**config.mk**
```make
export PLATFORM = sky130hd
export DESIGN_NAME = adcdca_top
export DESIGN_NICKNAME = d
export VERILOG_FILES = /design/src/adcdca_pkg.sv /design/src/adcdca_eval_if.sv /design/src/adcdca_engine.sv /design/src/adcdca_top.sv
export SDC_FILE = /design/constraint.sdc
export NUM_CORES = 1
export LEC_CHECK = 0
export BUFFER_PORTS_ARGS = -buffer_cell sky130_fd_sc_hd__clkbuf_2
export CAP_MARGIN = 20
export CORE_MARGIN = 2
export CORE_UTILIZATION = 55
export DETAILED_ROUTE_END_ITERATION = 12
export PLACE_DENSITY_LB_ADDON = 0.05
export SYNTH_ARGS = -nofsm -noshare
export SYNTH_HDL_FRONTEND = slang
export SYNTH_HIERARCHICAL = 1
export SYNTH_SLANG_ARGS = --single-unit
```
**constraint.sdc**
```tcl
create_clock -name core_clk_i -period 8.84 [get_ports core_clk_i]
set_input_delay 1.768 -clock core_clk_i [delete_from_list [all_inputs] [get_ports core_clk_i]]
set_output_delay 1.768 -clock core_clk_i [all_outputs]
set_load 0.005 [all_outputs]
```
**src/adcdca_pkg.sv**
```systemverilog
// constants, encodings and register map of the comparator/averager block
package adcdca_pkg;
   localparam logic [7:0] OFF_CTRL = 8'h00;
   localparam logic [7:0] OFF_SEQ_EN = 8'h04;
   localparam logic [7:0] OFF_SEQ_RAW = 8'h08;
   localparam logic [7:0] OFF_SEQ_MASKED = 8'h0C;
   localparam logic [7:0] OFF_CMP_EN = 8'h10;
   localparam logic [7:0] OFF_CMP_STAT = 8'h14;
   localparam logic [7:0] OFF_CMP_RESET = 8'h18;
   localparam logic [2:0] OFF_CMP_CFG_PAGE = 3'h1;
   localparam logic [2:0] OFF_CMP_RANGE_PAGE = 3'h2;
   localparam int CFG_IRQ_LSB = 4;
   localparam int RANGE_UPPER_LSB = 16;
   localparam int RESET_IRQ_LSB = 8;
   localparam logic [2:0] AVG_MAX_CODE = 3'h6;
   localparam logic [2:0] AVG_RST = 3'h0;
   localparam logic [3:0] MODE_RST = 4'h0;
   localparam logic [1:0] BAND_LOW = 2'h0;
   localparam logic [1:0] BAND_MID = 2'h1;
   localparam logic [1:0] BAND_TOP = 2'h2;
   localparam logic [1:0] BAND_NONE = 2'h3;
   typedef enum logic [3:0] {
      fault_mode_off = 4'h0,
      fault_low_continuous = 4'h1,
      fault_low_single = 4'h2,
      fault_low_hyst_continuous = 4'h3,
      fault_low_hyst_single = 4'h4,
      fault_middle_continuous = 4'h5,
      fault_middle_single = 4'h6,
      fault_top_continuous = 4'h7,
      fault_top_single = 4'h8,
      fault_top_hyst_continuous = 4'h9,
      fault_top_hyst_single = 4'hA
   } adcdca_mode_e;
   // interrupt modes share the fault encoding
   localparam logic [3:0] irq_low_hyst_continuous = 4'h3;
   localparam logic [3:0] irq_low_hyst_single = 4'h4;
   localparam logic [3:0] irq_top_hyst_continuous = 4'h9;
   localparam logic [3:0] irq_top_hyst_single = 4'hA;
endpackage

```
**src/adcdca_eval_if.sv**
```systemverilog
// result band handed from the top to the comparator engines
interface adcdca_eval_if;
   logic valid;
   logic [1:0] band;
   modport src (output valid, output band);
   modport snk (input valid, input band);
endinterface

```
**src/adcdca_engine.sv**
```systemverilog
// one comparator decision engine with its own band history
module adcdca_engine (
   input wire logic core_clk_i,
   input wire logic rst_n_i,
   input wire logic ce_i,
   input wire logic hist_clr_i,
   input wire logic [3:0] mode_i,
   adcdca_eval_if.snk ev,
   output logic hit_o
);
   logic [1:0] prev_q;
   logic armed_low_q;
   logic armed_top_q;
   logic is_low;
   logic is_mid;
   logic is_top;
   logic enter;

   always_comb begin
      is_low = ev.band == adcdca_pkg::BAND_LOW;
      is_mid = ev.band == adcdca_pkg::BAND_MID;
      is_top = ev.band == adcdca_pkg::BAND_TOP;
      enter = ev.band != prev_q;
      hit_o = 1'b0;
      if (ev.valid) begin
         unique case (mode_i)
            adcdca_pkg::fault_mode_off: hit_o = 1'b0;
            adcdca_pkg::fault_low_continuous: hit_o = is_low;
            adcdca_pkg::fault_low_single: hit_o = is_low & enter;
            adcdca_pkg::fault_low_hyst_continuous:
               hit_o = is_low & armed_low_q;
            adcdca_pkg::fault_low_hyst_single:
               hit_o = is_low & enter & armed_low_q;
            adcdca_pkg::fault_middle_continuous: hit_o = is_mid;
            adcdca_pkg::fault_middle_single: hit_o = is_mid & enter;
            adcdca_pkg::fault_top_continuous: hit_o = is_top;
            adcdca_pkg::fault_top_single: hit_o = is_top & enter;
            adcdca_pkg::fault_top_hyst_continuous:
               hit_o = is_top & armed_top_q;
            adcdca_pkg::fault_top_hyst_single:
               hit_o = is_top & enter & armed_top_q;
            default: hit_o = 1'b0;
         endcase
      end
   end

   // the first result after reset or history clear counts as an entry
   always_ff @(posedge core_clk_i or negedge rst_n_i) begin
      if (!rst_n_i) begin
         prev_q <= adcdca_pkg::BAND_NONE;
      end else if (ce_i) begin
         if (hist_clr_i) begin
            prev_q <= adcdca_pkg::BAND_NONE;
         end else if (ev.valid) begin
            prev_q <= ev.band;
         end
      end
   end

   // arming is consumed by this engine's own hit only
   always_ff @(posedge core_clk_i or negedge rst_n_i) begin
      if (!rst_n_i) begin
         armed_low_q <= 1'b0;
         armed_top_q <= 1'b0;
      end else if (ce_i) begin
         if (hist_clr_i) begin
            armed_low_q <= 1'b0;
            armed_top_q <= 1'b0;
         end else if (ev.valid) begin
            armed_low_q <= is_top | (armed_low_q & ~(hit_o & is_low));
            armed_top_q <= is_low | (armed_top_q & ~(hit_o & is_top));
         end
      end
   end
endmodule

```
**src/adcdca_top.sv**
```systemverilog
// comparator bank, hardware averager and interrupt status with avalon slave
module adcdca_top #(
   parameter int NUM_COMP = 8,
   parameter int NUM_SEQ = 4,
   parameter int DW = 12
) (
   input wire logic core_clk_i,
   input wire logic rst_n_i,
   input wire logic ce_i,
   input wire logic [7:0] avs_address_i,
   input wire logic avs_read_i,
   input wire logic avs_write_i,
   input wire logic [31:0] avs_writedata_i,
   output logic [31:0] avs_readdata_o,
   output logic avs_waitrequest_o,
   input wire logic conv_valid_i,
   input wire logic [DW-1:0] conv_data_i,
   input wire logic [$clog2(NUM_SEQ)-1:0] conv_seq_i,
   input wire logic conv_cmp_en_i,
   input wire logic [$clog2(NUM_COMP)-1:0] conv_cmp_idx_i,
   input wire logic [NUM_SEQ-1:0] seq_done_i,
   output logic fifo_valid_o,
   output logic [DW-1:0] fifo_data_o,
   output logic [$clog2(NUM_SEQ)-1:0] fifo_seq_o,
   output logic [NUM_COMP-1:0] fault_o,
   output logic irq_o
);
   localparam int SW = $clog2(NUM_SEQ);
   localparam int CW = $clog2(NUM_COMP);
   localparam int AW = DW + 6;

   function automatic logic [1:0] band_of(input logic [DW-1:0] v,
                                          input logic [DW-1:0] lo,
                                          input logic [DW-1:0] hi);
      if (v <= lo) begin
         band_of = adcdca_pkg::BAND_LOW;
      end else if (v <= hi) begin
         band_of = adcdca_pkg::BAND_MID;
      end else begin
         band_of = adcdca_pkg::BAND_TOP;
      end
   endfunction

   function automatic logic in_page(input logic [7:0] a,
                                    input logic [2:0] page);
      in_page = a[7:5] == page && a[1:0] == 2'h0 &&
                32'(a[4:2]) < NUM_COMP;
   endfunction

   ////////////////////////////////////////////////////////////////////
   // avalon slave: one wait cycle, then the access completes
   logic ack_q;
   logic req;
   logic wr_go;
   logic [31:0] rdata_q;
   logic [CW-1:0] widx;

   assign req = avs_read_i | avs_write_i;
   // a frozen cycle must not complete an access that it cannot commit
   assign avs_waitrequest_o = req & ~(ack_q & ce_i);
   assign wr_go = ce_i & avs_write_i & ack_q;
   assign widx = avs_address_i[CW+1:2];
   assign avs_readdata_o = rdata_q;

   always_ff @(posedge core_clk_i or negedge rst_n_i) begin
      if (!rst_n_i) begin
         ack_q <= 1'b0;
      end else if (ce_i) begin
         ack_q <= req & ~ack_q;
      end
   end

   ////////////////////////////////////////////////////////////////////
   // configuration registers
   logic [2:0] avg_code_q;
   logic [NUM_SEQ-1:0] seq_en_q;
   logic [NUM_SEQ-1:0] cmp_en_q;
   logic [3:0] fmode_q [NUM_COMP];
   logic [3:0] imode_q [NUM_COMP];
   logic [DW-1:0] lo_q [NUM_COMP];
   logic [DW-1:0] hi_q [NUM_COMP];
   logic [3:0] wr_fmode;
   logic [3:0] wr_imode;

   // top bit of the interrupt mode field in the config word
   localparam int CFG_HI = adcdca_pkg::CFG_IRQ_LSB + 3;

   // unknown mode codes fall back to off rather than a random decision
   assign wr_fmode = avs_writedata_i[3:0] > 4'hA ?
                     adcdca_pkg::MODE_RST : avs_writedata_i[3:0];
   assign wr_imode = avs_writedata_i[CFG_HI:adcdca_pkg::CFG_IRQ_LSB] >
                     4'hA ? adcdca_pkg::MODE_RST :
                     avs_writedata_i[CFG_HI:adcdca_pkg::CFG_IRQ_LSB];

   always_ff @(posedge core_clk_i or negedge rst_n_i) begin
      if (!rst_n_i) begin
         avg_code_q <= adcdca_pkg::AVG_RST;
         seq_en_q <= '0;
         cmp_en_q <= '0;
      end else if (wr_go) begin
         if (avs_address_i == adcdca_pkg::OFF_CTRL &&
             avs_writedata_i[2:0] <= adcdca_pkg::AVG_MAX_CODE) begin
            avg_code_q <= avs_writedata_i[2:0];
         end
         if (avs_address_i == adcdca_pkg::OFF_SEQ_EN) begin
            seq_en_q <= avs_writedata_i[NUM_SEQ-1:0];
         end
         if (avs_address_i == adcdca_pkg::OFF_CMP_EN) begin
            cmp_en_q <= avs_writedata_i[NUM_SEQ-1:0];
         end
      end
   end

   always_ff @(posedge core_clk_i or negedge rst_n_i) begin
      if (!rst_n_i) begin
         for (int k = 0; k < NUM_COMP; k++) begin
            fmode_q[k] <= adcdca_pkg::MODE_RST;
            imode_q[k] <= adcdca_pkg::MODE_RST;
            lo_q[k] <= '0;
            hi_q[k] <= '0;
         end
      end else if (wr_go) begin
         if (in_page(avs_address_i, adcdca_pkg::OFF_CMP_CFG_PAGE)) begin
            fmode_q[widx] <= wr_fmode;
            imode_q[widx] <= wr_imode;
         end
         if (in_page(avs_address_i, adcdca_pkg::OFF_CMP_RANGE_PAGE)) begin
            lo_q[widx] <= avs_writedata_i[DW-1:0];
            hi_q[widx] <= avs_writedata_i[adcdca_pkg::RANGE_UPPER_LSB +:
                                          DW];
         end
      end
   end

   ////////////////////////////////////////////////////////////////////
   // hardware averager, one factor for every sequencer
   logic [AW-1:0] acc_q;
   logic [5:0] cnt_q;
   logic [AW-1:0] sum;
   logic [5:0] last_cnt;
   logic avg_restart;
   logic avg_valid_q;
   logic [DW-1:0] avg_data_q;
   logic [SW-1:0] avg_seq_q;
   logic avg_cmp_en_q;
   logic [CW-1:0] avg_cmp_q;

   assign sum = acc_q + AW'(conv_data_i);
   assign last_cnt = 6'((7'h01 << avg_code_q) - 7'h01);
   // a new factor discards a partial sum so no mixed average escapes
   assign avg_restart = wr_go && avs_address_i == adcdca_pkg::OFF_CTRL;

   always_ff @(posedge core_clk_i or negedge rst_n_i) begin
      if (!rst_n_i) begin
         acc_q <= '0;
         cnt_q <= '0;
         avg_valid_q <= 1'b0;
         avg_data_q <= '0;
         avg_seq_q <= '0;
         avg_cmp_en_q <= 1'b0;
         avg_cmp_q <= '0;
      end else if (ce_i) begin
         avg_valid_q <= 1'b0;
         if (avg_restart) begin
            acc_q <= '0;
            cnt_q <= '0;
         end else if (conv_valid_i) begin
            if (cnt_q == last_cnt) begin
               avg_valid_q <= 1'b1;
               avg_data_q <= DW'(sum >> avg_code_q);
               avg_seq_q <= conv_seq_i;
               avg_cmp_en_q <= conv_cmp_en_i;
               avg_cmp_q <= conv_cmp_idx_i;
               acc_q <= '0;
               cnt_q <= '0;
            end else begin
               acc_q <= sum;
               cnt_q <= cnt_q + 6'h01;
            end
         end
      end
   end

   assign fifo_valid_o = avg_valid_q;
   assign fifo_data_o = avg_data_q;
   assign fifo_seq_o = avg_seq_q;

   ////////////////////////////////////////////////////////////////////
   // comparator bank: fault and interrupt engines per comparator
   logic [NUM_COMP-1:0] fhit;
   logic [NUM_COMP-1:0] ihit;
   logic [NUM_COMP-1:0] fclr;
   logic [NUM_COMP-1:0] iclr;
   logic rst_wr;

   assign rst_wr = wr_go && avs_address_i == adcdca_pkg::OFF_CMP_RESET;
   assign fclr = rst_wr ? avs_writedata_i[NUM_COMP-1:0] : '0;
   assign iclr = rst_wr ? avs_writedata_i[adcdca_pkg::RESET_IRQ_LSB +:
                                          NUM_COMP] : '0;

   for (genvar k = 0; k < NUM_COMP; k++) begin : g_cmp
      adcdca_eval_if u_ev ();
      assign u_ev.valid = avg_valid_q & avg_cmp_en_q &
                          32'(avg_cmp_q) == k;
      assign u_ev.band = band_of(avg_data_q, lo_q[k], hi_q[k]);
      adcdca_engine u_fault (
         .core_clk_i(core_clk_i),
         .rst_n_i(rst_n_i),
         .ce_i(ce_i),
         .hist_clr_i(fclr[k]),
         .mode_i(fmode_q[k]),
         .ev(u_ev.snk),
         .hit_o(fhit[k])
      );
      adcdca_engine u_irq (
         .core_clk_i(core_clk_i),
         .rst_n_i(rst_n_i),
         .ce_i(ce_i),
         .hist_clr_i(iclr[k]),
         .mode_i(imode_q[k]),
         .ev(u_ev.snk),
         .hit_o(ihit[k])
      );

   end

   always_ff @(posedge core_clk_i or negedge rst_n_i) begin
      if (!rst_n_i) begin
         fault_o <= '0;
      end else if (ce_i) begin
         fault_o <= fhit;
      end
   end

   ////////////////////////////////////////////////////////////////////
   // interrupt status; a set in the clearing cycle always survives
   logic [NUM_COMP-1:0] cmp_stat_q;
   logic [NUM_COMP-1:0] cmp_stat_d;
   logic [NUM_SEQ-1:0] cmp_src_q;
   logic [NUM_SEQ-1:0] seq_raw_q;
   logic [NUM_SEQ-1:0] seq_clr;
   logic [NUM_SEQ-1:0] seq_masked;
   logic [NUM_COMP-1:0] cstat_clr;
   logic [NUM_SEQ-1:0] seq_rise;

   assign cstat_clr = wr_go && avs_address_i == adcdca_pkg::OFF_CMP_STAT ?
                      avs_writedata_i[NUM_COMP-1:0] : '0;
   assign cmp_stat_d = (cmp_stat_q & ~cstat_clr) | ihit;
   assign seq_rise = wr_go && avs_address_i == adcdca_pkg::OFF_SEQ_EN ?
                     avs_writedata_i[NUM_SEQ-1:0] & ~seq_en_q : '0;
   assign seq_clr = (wr_go && avs_address_i == adcdca_pkg::OFF_SEQ_RAW ?
                     avs_writedata_i[NUM_SEQ-1:0] : '0) | seq_rise;
   assign seq_masked = seq_raw_q & seq_en_q;

   always_ff @(posedge core_clk_i or negedge rst_n_i) begin
      if (!rst_n_i) begin
         cmp_stat_q <= '0;
         cmp_src_q <= '0;
         seq_raw_q <= '0;
      end else if (ce_i) begin
         cmp_stat_q <= cmp_stat_d;
         seq_raw_q <= (seq_raw_q & ~seq_clr) | seq_done_i;
         if (cmp_stat_d == '0) begin
            cmp_src_q <= '0;
         end else if (|ihit) begin
            cmp_src_q[avg_seq_q] <= 1'b1;
         end
      end
   end

   assign irq_o = |seq_masked | |(cmp_src_q & cmp_en_q);

   ////////////////////////////////////////////////////////////////////
   // read mux, loaded in the wait cycle so data stand at completion
   always_ff @(posedge core_clk_i or negedge rst_n_i) begin
      if (!rst_n_i) begin
         rdata_q <= '0;
      end else if (ce_i && avs_read_i && !ack_q) begin
         rdata_q <= '0;
         if (avs_address_i == adcdca_pkg::OFF_CTRL) begin
            rdata_q[2:0] <= avg_code_q;
         end else if (avs_address_i == adcdca_pkg::OFF_SEQ_EN) begin
            rdata_q[NUM_SEQ-1:0] <= seq_en_q;
         end else if (avs_address_i == adcdca_pkg::OFF_SEQ_RAW) begin
            rdata_q[NUM_SEQ-1:0] <= seq_raw_q;
         end else if (avs_address_i == adcdca_pkg::OFF_SEQ_MASKED) begin
            rdata_q[NUM_SEQ-1:0] <= seq_masked;
         end else if (avs_address_i == adcdca_pkg::OFF_CMP_EN) begin
            rdata_q[NUM_SEQ-1:0] <= cmp_en_q;
         end else if (avs_address_i == adcdca_pkg::OFF_CMP_STAT) begin
            rdata_q[NUM_COMP-1:0] <= cmp_stat_q;
         end else if (in_page(avs_address_i,
                              adcdca_pkg::OFF_CMP_CFG_PAGE)) begin
            rdata_q[3:0] <= fmode_q[widx];
            rdata_q[CFG_HI:adcdca_pkg::CFG_IRQ_LSB] <= imode_q[widx];
         end else if (in_page(avs_address_i,
                              adcdca_pkg::OFF_CMP_RANGE_PAGE)) begin
            rdata_q[DW-1:0] <= lo_q[widx];
            rdata_q[adcdca_pkg::RANGE_UPPER_LSB +: DW] <= hi_q[widx];
         end
      end
   end
endmodule

```
# [After elaboration in Yosys (flattened, before gate mapping)]
# Index checks and enable logic that the tools add are counted.
[classes] addsub=3 order_cmp=23 eq_ne=208 shifts=2 muxes=199 bitwise_logic=272 reduce_logical=70
[ops] cell="4-bit by 3-bit equality test with 1-bit output (second input constant)" n=64
[ops] cell="96-bit bitwise mux" n=2
[ops] cell="4-bit equality test (second input constant)" n=48
[ops] cell="12-bit less-or-equal comparator" n=16
[ops] cell="1-bit bitwise AND" n=190
[ops] cell="12-bit 2-to-1 mux" n=14
[ops] cell="1-bit case mux with 10 select lines" n=16
[ops] cell="4-bit by 2-bit equality test with 1-bit output (second input constant)" n=32
[ops] cell="1-bit 2-to-1 mux" n=84
[ops] cell="2-bit 2-to-1 mux" n=40
[ops] cell="12-bit binary-select mux with 3-bit select" n=2
[ops] cell="8-bit 2-to-1 mux" n=9
[ops] cell="4-bit 2-to-1 mux" n=17
[ops] cell="32-bit bitwise mux" n=2
[ops] cell="4-bit by 1-bit equality test with 1-bit output (second input constant)" n=16
[ops] cell="18-bit 2-to-1 mux" n=3
[ops] cell="2-bit AND reduction" n=23
[ops] cell="12-bit demux with 3-bit select" n=1
[ops] cell="2-bit nonzero test" n=18
[ops] cell="1-bit inverter" n=35
[ops] cell="1-bit bitwise OR" n=34
[ops] cell="2-bit inequality test" n=16
[ops] cell="4-bit binary-select mux with 3-bit select" n=2
[ops] cell="8-bit by 5-bit equality test with 1-bit output (second input constant)" n=3
[ops] cell="39 further kinds" n=90
[word_totals] ff_bits=423 inputBits=68 word_cells=873

# [Logic depth before layout (Yosys ltp)]
# Gate-level depths: netlist of run 1.
[logic_depth] depth_word=14 mapped_depth=21 mapped_depth_nobuf=20

# [Modules after synthesis]
# The synthesis of run 1 kept the hierarchy.
[modules_own_cells] module="adcdca_top" instances=1 cells_each=2191 area_per_inst_um2=22202.5 seq_area_each_um2=8983.6
[modules_own_cells] module="adcdca_engine" instances=16 cells_each=56 area_per_inst_um2=435.4 seq_area_each_um2=102.6

# [Worst setup path after synthesis of run 1]
# No wires, ideal clock.
[synth_path] path_kind="input port to flip-flop" start="input conv_data_i[0]" end="register avg_data_q[5], in the netlist fifo_data_o[5]" setup_ns=0.104 t_arrival_ns=4.122 required_ns=8.736 slack_ns=4.615 path_stages=11 n_path_buf=1 cell_sequence="ha_1 -> fa_1 -> a211oi_1 -> o211ai_1 -> a41o_1 -> and2_1 -> clkbuf_1 -> xnor2_1 -> o211ai_1 -> o21ai_0 -> a221oi_1"
[synth_via] elab_chain_cells=2
[synth_rtl] element="from (decl)" line_no="adcdca_top.sv:17" source="input wire logic [DW-1:0] conv_data_i,"
[synth_rtl] element="18-bit by 12-bit adder with 18-bit output" line_no="adcdca_top.sv:148" source="assign sum = acc_q + AW'(conv_data_i);"
[synth_rtl] element="18-bit by 3-bit right shift with 12-bit output" line_no="adcdca_top.sv:170" source="avg_data_q <= DW'(sum >> avg_code_q);"
[synth_rtl] element="to (signal assigned)" line_no="adcdca_top.sv:170"
[synth_rtl] element="to (decl)" line_no="adcdca_top.sv:143" source="logic [DW-1:0] avg_data_q;"
# Every way passes these cells.
# A chain may end at the register's enable or synchronous reset.

# [Worst setup path in the final report of run 1]
[layout_path] start="register avg_data_q[4], in the netlist fifo_data_o[4]" end="register cmp_src_q[2]"
[layout_via] elab_chain_cells=12
[layout_rtl] element="12-bit less-or-equal comparator" line_no="adcdca_top.sv:37" source="end else if (v <= hi) begin"
[layout_rtl] element="2-bit 2-to-1 mux" line_no="adcdca_top.sv:37"
[layout_rtl] element="2-bit 2-to-1 mux *" line_no="adcdca_top.sv:35" source="if (v <= lo) begin"
[layout_rtl] element="net g_cmp[1].u_ev.band[0]" line_no="adcdca_eval_if.sv:4" source="logic [1:0] band;"
[layout_rtl] element="2-bit equality test, or another cell as far along" line_no="adcdca_engine.sv:22" source="is_top = ev.band == adcdca_pkg::BAND_TOP;"
[layout_rtl] element="1-bit bitwise AND, on equally long branches"
[layout_rtl] element="1-bit bitwise AND, on equally long branches" line_no="adcdca_engine.sv:41, adcdca_engine.sv:33"
[layout_rtl] element="1-bit case mux with 10 select lines *" line_no="adcdca_engine.sv:26" source="unique case (mode_i)"
[layout_rtl] element="1-bit 2-to-1 mux *" line_no="adcdca_engine.sv:25" source="if (ev.valid) begin"
[layout_rtl] element="net ihit[1]" line_no="adcdca_top.sv:191" source="logic [NUM_COMP-1:0] ihit;"
[layout_rtl] element="8-bit bitwise OR" line_no="adcdca_top.sv:248" source="assign cmp_stat_d = (cmp_stat_q & ~cstat_clr) | ihit;"
[layout_rtl] element="8-bit zero test" line_no="adcdca_top.sv:263" source="if (cmp_stat_d == '0) begin"
[layout_rtl] element="2-bit nonzero test (no source line)"
[layout_rtl] element="2-bit AND reduction (no source line)"
[layout_rtl] element="to (signal assigned)" line_no="adcdca_top.sv:258" source="cmp_src_q <= '0;"
[layout_rtl] element="to (signal assigned)" line_no="adcdca_top.sv:264" source="cmp_src_q <= '0;"
[layout_rtl] element="to (signal, indexed assignment)" line_no="adcdca_top.sv:266" source="cmp_src_q[avg_seq_q] <= 1'b1;"
[layout_rtl] element="to (decl)" line_no="adcdca_top.sv:239" source="logic [NUM_SEQ-1:0] cmp_src_q;"
# The timed path passes the listed nets; every way through them passes the cells marked *.

==> results of run 1 <==
-- metal layers --
layer  vias to the layer above  part of all wire (%)  global-route usage (%)
met4                         0                   3.1                    9.93
met3                       160                   7.2                    5.37
met2                       881                    45                    49.8
li1                      11400                     -                       -
met1                     12300                    45                    46.0
met5                         -                     0                       0
-- cells by family after synthesis --
kind of cell,Yosys count
adders and majority gates,207
other,1
xor gates and xnor gates,37
DFF,423
AOI/OAI and AO/OA,853
buffers and inverters,434
muxes,248
and+or+nand+nor,884
-- through the flow --
| stage | power (mW) | worst slack, ns | utilization (%) |
|---|---|---|---|
| after global placement | 4.41 | 3.68 | 58.0 |
| after floorplan | 3.72 | 4.61 | - |
| after CTS | 6.66 | 3.70 | 61.2 |
| after detailed placement | 4.50 | 3.61 | 58.0 |
| after global routing | 7.04 | 3.54 | 61.3 |
| final | 6.65 | 3.88 | 61.3 |
-- final cells by class --
| class | instances | area (um^2) | share of cell area (%) |
|---|---|---|---|
| inverters | 275 | 1030 | 3.21 |
| well taps | 688 | 861 | 2.68 |
| clock inverters | 15 | 208 | 0.646 |
| clock buffers | 76 | 1480 | 4.60 |
| multi-input cells | 2237 | 16900 | 52.6 |
| repair buffers | 165 | 1030 | 3.20 |
| flip-flops and latches | 423 | 10600 | 33.0 |
-- cell usage after synthesis (all sizes together) (17+ instances only) --
cell / instances
nor2b: 96
xor2: 24
o2111ai: 17
nor4b: 32
buf: 65
and2: 24
nand4: 57
nor4: 19
ha: 206
a21oi: 188
dfrtp: 391
a22o: 17
nand2b: 58
nor2: 141
mux4: 67
inv: 275
clkbuf: 94
o21ai: 259
mux2i: 32
a31oi: 40
a21o: 79
mux2: 149
nand3: 43
o2111a: 17
dfstp: 32
o22a: 66
o221ai: 17
nand2: 258
nor3b: 37
nor3: 71
-- report_power, final --
group | internal, mW | switching (mW)
sequential | 2.06 | 0.205
combinational | 0.875 | 1.36
clock | 1.30 | 0.853
total | 4.23 | 2.41
-- final timing paths --
kind,from,slack (ns),cells past startpoint,endpoint
setup / recovery,fifo_data_o[4]$_DFFE_PN0P_,3.88,18,cmp_src_q[2]$_DFFE_PN0P_
hold reg to reg,avs_readdata_o[3]$_DFFE_PN0P_,0.47,2,avs_readdata_o[3]$_DFFE_PN0P_
setup reg to reg,fifo_data_o[4]$_DFFE_PN0P_,3.88,18,cmp_src_q[2]$_DFFE_PN0P_
max in group asynchronous,rst_n_i,6.16,2,g_cmp[7].u_irq/armed_top_q$_DFFE_PN0P_
hold / removal,avs_readdata_o[3]$_DFFE_PN0P_,0.47,2,avs_readdata_o[3]$_DFFE_PN0P_
min in group asynchronous,rst_n_i,1.22,1,hi_q[67]$_DFFE_PN0P_
-- worst register-to-register path: cells and delay by family (launching register included) --
kind                       cells  cell delay (ns)
buffers and inverters          1             0.24
AOI/OAI and AO/OA              9             2.19
and+or+nand+nor                7             1.11
adders and majority gates      1             0.48
DFF                            1             0.83
-- cells in the final DEF (no fill, tap or decap), types with 57 or more instances in the layout --
master	netlist	routed
dfrtp_1	391	391
inv_1	271	271
o21ai_0	258	258
nand2_1	258	257
ha_1	206	206
a21oi_1	187	187
mux2_2	146	146
nor2_1	141	137
clkbuf_2	1	108
nor2b_1	96	96
a21o_1	79	79
mux4_2	67	67
o22a_1	66	66
nand2b_1	58	58
nor3_1	65	57
-- state kept, by name, summed over array words and instances, names as in the netlist, 8 cells and up --
register and cells:
fault_o 8, g_cmp.u_fault/armed_low_q 8, g_cmp.u_fault/armed_top_q 8, acc_q 18, cmp_stat_q 8, g_cmp.u_irq/armed_low_q 8
lo_q 96, fmode_q 32, g_cmp.u_irq/armed_top_q 8, imode_q 32, fifo_data_o 12, hi_q 96
g_cmp.u_fault/prev_q 16, avs_readdata_o 24, g_cmp.u_irq/prev_q 16
==> flow_metrics.tcl, run 1 <==
set metrics [dict create \
    outcome "finished clean" \
    crit_path_frequent_cell "nor2_1" \
    cts_max_level 2 \
    synthXorXnorAreaFrac_pct 1.11 \
    clkTransAtPathRegs_ns 0.06 \
    grt_max_degree 163 \
    gp_congestion 0.897 \
    synth_compound_area_share_pct 19.8 \
    rsz0062_at_grt "no" \
    layoutNonFillerInstCount 3879 \
    ys_seq_area_share_pct 36.4 \
    dp_hpwl_mm 62.2 \
    relSlewSlack_pct 20.0 \
    cts_hold_buf 0 \
    clock_latency_ns 0.61 \
    async_reset_ff_share_pct 100 \
    skew_ns 0.0192 \
    dpl.cell_count 3785 \
    period_needed_ns 4.96 \
    die_y_um 234 \
    setup_viol 0 \
    yosys.area_share.simple_pct 15.8 \
    synth_top_family_by_area "compound AO/OA/AOI/OAI gates" \
    start_kind "register" \
    die_w_um 234 \
    peakVddDrop_mv 0.201 \
    port_buffers 112 \
    antenna_cells 0 \
    dpl-instance-area_mm2 0.0304 \
    slew_viol_final 0 \
    worstPathCellList "ha_1 > a21o_1 > a21o_1 > a21oi_1 > nor2_1 > a2111oi_0 > nor2_1 > nor2_1 > buf_4 > nor2_1 > o2111a_1 > a31oi_1 > o221ai_2 > and2b_1 > nor4_1 > a21boi_0 > a31oi_1 > nor2_1" \
    yosysTopAreaCell "dfrtp_1" \
    drc 0 \
    synth_adder_area_share_pct 8.90 \
    antenna_found_initial 1 \
    layout-drive-gt1-share_pct 16.9 \
    critPathKind "reg -> reg" \
    synth_edf_count 0 \
    first_global_vias 23900 \
    n_fill_cell 4376 \
    cp_max_fo 18 \
    drv_cap 0 \
    syn_to_final_growth_pct 10.3 \
    stdcell_area_mm2 0.0322 \
    netlist.area_leader.share_pct 33.5 \
    tightest_slew_ns 1.20 \
    nets 3427 \
    power_density_mw_per_mm2 207 \
    cts_tree "done" \
    syn_area_mm2 0.0292 \
    die_area_mm2 0.0549 \
    synth_warnings 6 \
    slowest_stage "dfrtp_1" \
    finalSetupTns_ns 0 \
    post_synth.cell_area_avg_um2 9.45 \
    core-area_mm2 0.0524 \
    drtAntennaViolNets 0 \
    cts_resized 0 \
    ys_ff_latch 423 \
    min_path_type "reg -> reg" \
    clockBufferDepth 3 \
    cts-root-buf "clkbuf_16" \
    max_freq_mhz 201 \
    gr-total-overflow 0 \
    synthTopCellsByArea "dfrtp_1 34%, ha_1 8.8%, mux2_2 5.6%" \
    row_count 84 \
    hold_violations 0 \
    synth_cells 3087 \
    drt_first_pass_iters 8 \
    cts.sinks 423 \
    viasPerCell 6.37 \
    worst-endpoint-required_ns 9.32 \
    leakage_nw 15.2 \
    start_util_pct 55.6 \
    cpLargestDelayFamily "compound AO/OA/AOI/OAI gates" \
    synthFlopType "dfrtp_1" \
    io_pins 125 \
    post_drt_wl_per_cell_um 22.6 \
    grt_pass1_wl_mm 136 \
    cp-end-kind "register" \
    max_stage_delay_ns 0.83 \
    period_share_pct 56.1 \
    cts_buffers 50 \
    cp_num_buf_inv 1 \
    synth.area.mux_share_pct 12.0 \
    synthDistinctLibCells 80 \
    grt_usage_pct 32.1 \
    cts_setup_buffers 0 \
    drt-total-wl_mm 87.5 \
    drt_iter0_markers 2485 \
    timing.hold.ws_ns 0.472 \
    num_vias 24700 \
    worst-endpoint-arrival_ns 5.45 \
]
Power figures use the tool's default switching activity.
==> run 2: changes to the inputs <==
==> constraint.sdc (replaced) <==
create_clock -name core_clk_i -period 4.4 [get_ports core_clk_i]
set_input_delay 0.88 -clock core_clk_i [delete_from_list [all_inputs] [get_ports core_clk_i]]
set_output_delay 0.88 -clock core_clk_i [all_outputs]
set_load 0.005 [all_outputs]
==> run 2 against run 1 <==
  * Die area unchanged
  * Register-to-register slack got worse by 3.7 ns
  * Sequential share of layout area decreased by 1.2 points
  * Clock power increased by 120%
  * Global-route usage decreased by 0.13 points
  * First-iteration DRC count decreased by 9.6%
  * Combinational power increased by 130%
  * Critical path depth increased by 3
  * Non-clock buffer count increased by 92
  * Hold slack got worse by 0.12 ns
  * Largest cell class unchanged
==> flow_metrics.tcl, run 2 (synthesis results as in run 1) <==
set metrics [dict create \
    drt_first_pass_iters 6 \
    drc 0 \
    leakage_nw 15.8 \
    layout_common_cells "391 x dfrtp_1, 270 x inv_1, 258 x nand2_1" \
    cts_tree "done" \
    first_global_vias 24200 \
    drtAntennaViolNets 0 \
    outcome "finished clean" \
    worstPathCellList "buf_12 > buf_4 > buf_4 > ha_1 > a21o_1 > a21o_1 > a21o_1 > a21oi_1 > nor2b_1 > o21ai_0 > a211o_1 > nor3_4 > buf_4 > o31a_1 > o221ai_2 > and2b_2 > nor4_4 > a21boi_0 > buf_4 > a31oi_1 > nor2_1" \
    post_drt_wl_per_cell_um 22.0 \
    core-area_mm2 0.0524 \
    grt_usage_pct 32.0 \
    gr-total-overflow 0 \
    clockBufferDepth 3 \
    ff2ff_setup_slack_ns 0.21 \
    slew_viol_final 0 \
    crit_path_frequent_cell "buf_4" \
    worst-endpoint-required_ns 4.89 \
    io_pins 125 \
    die_w_um 234 \
    power_frac_clock_pct 33.4 \
    timing.rr.end "cmp_src_q[0]$_DFFE_PN0P_" \
    dpl-instance-area_mm2 0.0313 \
    cts-root-buf "clkbuf_16" \
    cp-end-kind "register" \
    num_vias 25000 \
    peakVddDrop_mv 0.351 \
    setup.worst_path.start "fifo_data_o[5]$_DFFE_PN0P_" \
    die_y_um 234 \
    worst-endpoint-arrival_ns 4.68 \
    gp_congestion 0.895 \
    stdcell_area_mm2 0.0334 \
    cpLargestDelayFamily "compound AO/OA/AOI/OAI gates" \
    cts_hold_buf 0 \
    start_util_pct 55.6 \
    cp_max_fo 12 \
    power_frac_seq_pct 31.0 \
    period_needed_ns 4.19 \
    switching_share_pct 35.2 \
    die_area_mm2 0.0549 \
    multi_input_comb_area_mm2 0.0171 \
    mostFrequentLayoutCell "dfrtp_1" \
    n_fill_cell 4335 \
    min_path_type "in -> async" \
    p_sw_mw 5.02 \
    combPwrFrac_pct 35.7 \
    relSlewSlack_pct 31.7 \
    dp_hpwl_mm 63.3 \
    period_share_pct 95.2 \
    drv_cap 0 \
    cp_num_buf_inv 5 \
    start_kind "register" \
    layout-drive-gt1-share_pct 20.2 \
    critPathKind "reg -> reg" \
    grt_max_degree 135 \
    max_stage_delay_ns 0.39 \
    antenna_found_initial 0 \
    tightest_slew_ns 1.02 \
    regArea_mm2 0.0106 \
    max_freq_mhz 239 \
    cts_max_level 2 \
    r2r_cells 21 \
    clkTransAtPathRegs_ns 0.06 \
    cts_buffers 50 \
    power_density_mw_per_mm2 428 \
    drt-total-wl_mm 87.4 \
    row_count 84 \
    skew_ns 0.0183 \
    cts.sinks 423 \
    syn_to_final_growth_pct 14.4 \
    top_regs "hi_q x96, lo_q x96" \
    intPower_mw 9.25 \
    p_total_mw 14.3 \
    finalSetupTns_ns 0 \
    r2r-start "fifo_data_o[5]$_DFFE_PN0P_" \
    hold_violations 0 \
    setup_viol 0 \
    port_buffers 112 \
    drt_iter0_markers 2247 \
    nets 3519 \
    viasPerCell 6.29 \
    grt_pass1_wl_mm 137 \
    clock_latency_ns 0.61 \
    antenna_cells 0 \
    slowest_stage "dfrtp_1" \
]
## run 2: cell types whose count changed in the layout (fill, tap and decap cells not counted), sizes merged
cell / change
clkinvlp: +3
clkinv: +3
buf: +93
inv: -2
bufinv: +6
clkbuf: -9
## run 2: per-stage QoR
step	std cells	setup WS [ns]	hold WS [ns]	util, %
final	3973	0.210	0.351	63.6
after global routing	3973	-0.0191	0.426	63.6
after CTS	3966	0.0153	0.380	63.2
after detailed placement	3873	-0.106	0.460	59.6
after global placement	3873	0.0296	0.450	59.6
after floorplan	3094	0.601	0.454	-
## run 2: worst max-delay path by stage
| stage | end | cells past startpoint |
|---|---|---|
| after floorplan | cmp_src_q[0]$_DFFE_PN0P_ | 19 |
| after global placement | cmp_src_q[2]$_DFFE_PN0P_ | 19 |
| after detailed placement | cmp_src_q[0]$_DFFE_PN0P_ | 19 |
| after CTS | cmp_src_q[0]$_DFFE_PN0P_ | 22 |
| after global routing | cmp_src_q[2]$_DFFE_PN0P_ | 19 |
| final | cmp_src_q[0]$_DFFE_PN0P_ | 21 |
## run 2: layer usage
| metal | up-vias | routed length (um) | GRT usage [%] |
|---|---|---|---|
| met3 | 154 | 5910 | 4.57 |
| met1 | 12400 | 39300 | 46.3 |
| met5 | - | 0 | 0 |
| met2 | 856 | 39600 | 49.9 |
| li1 | 11600 | - | - |
| met4 | 0 | 2590 | 9.53 |
## run 2: worst register-to-register path, stage by stage (launching register included)
cell	delay [ns]
dfrtp_1	0.39
buf_12	0.16
buf_4	0.17
buf_4	0.16
ha_1	0.32
a21o_1	0.13
a21o_1	0.11
a21o_1	0.12
a21oi_1	0.06
nor2b_1	0.11
o21ai_0	0.09
a211o_1	0.31
nor3_4	0.37
buf_4	0.27
o31a_1	0.17
o221ai_2	0.11
and2b_2	0.26
nor4_4	0.24
a21boi_0	0.13
buf_4	0.16
a31oi_1	0.18
nor2_1	0.05
## run 2: final cells by class
cell class                 instances  share of cell area, %
timing repair buffer             257                   5.63
clock inverter                    25                   1.23
sequential                       423                   31.8
inverter                         275                   3.10
tap                              688                   2.58
multi-input combinational       2237                   51.2
clock buffer                      68                   4.41
## run 2: power groups by stage
| stage | Clock, mW | Sequential [mW] | Combinational [mW] |
|---|---|---|---|
| 6_report | 4.76 | 4.42 | 5.09 |
| 5_1_grt | 4.99 | 4.45 | 5.61 |
| 4_1_cts | 4.81 | 4.41 | 4.96 |
| 3_5_place_dp | 0 | 4.48 | 4.92 |
| 3_3_place_gp | 0 | 4.46 | 4.77 |
| 2_1_floorplan | 0 | 4.54 | 2.92 |
## run 2: timing repair
action / 4_1_cts / 5_1_grt
pin swaps: 0 / 7
setup buffers: 0 / 7
endpoints found under the setup margin: 4 / 5
resized for setup: 2 / 39
cloned: 0 / 0
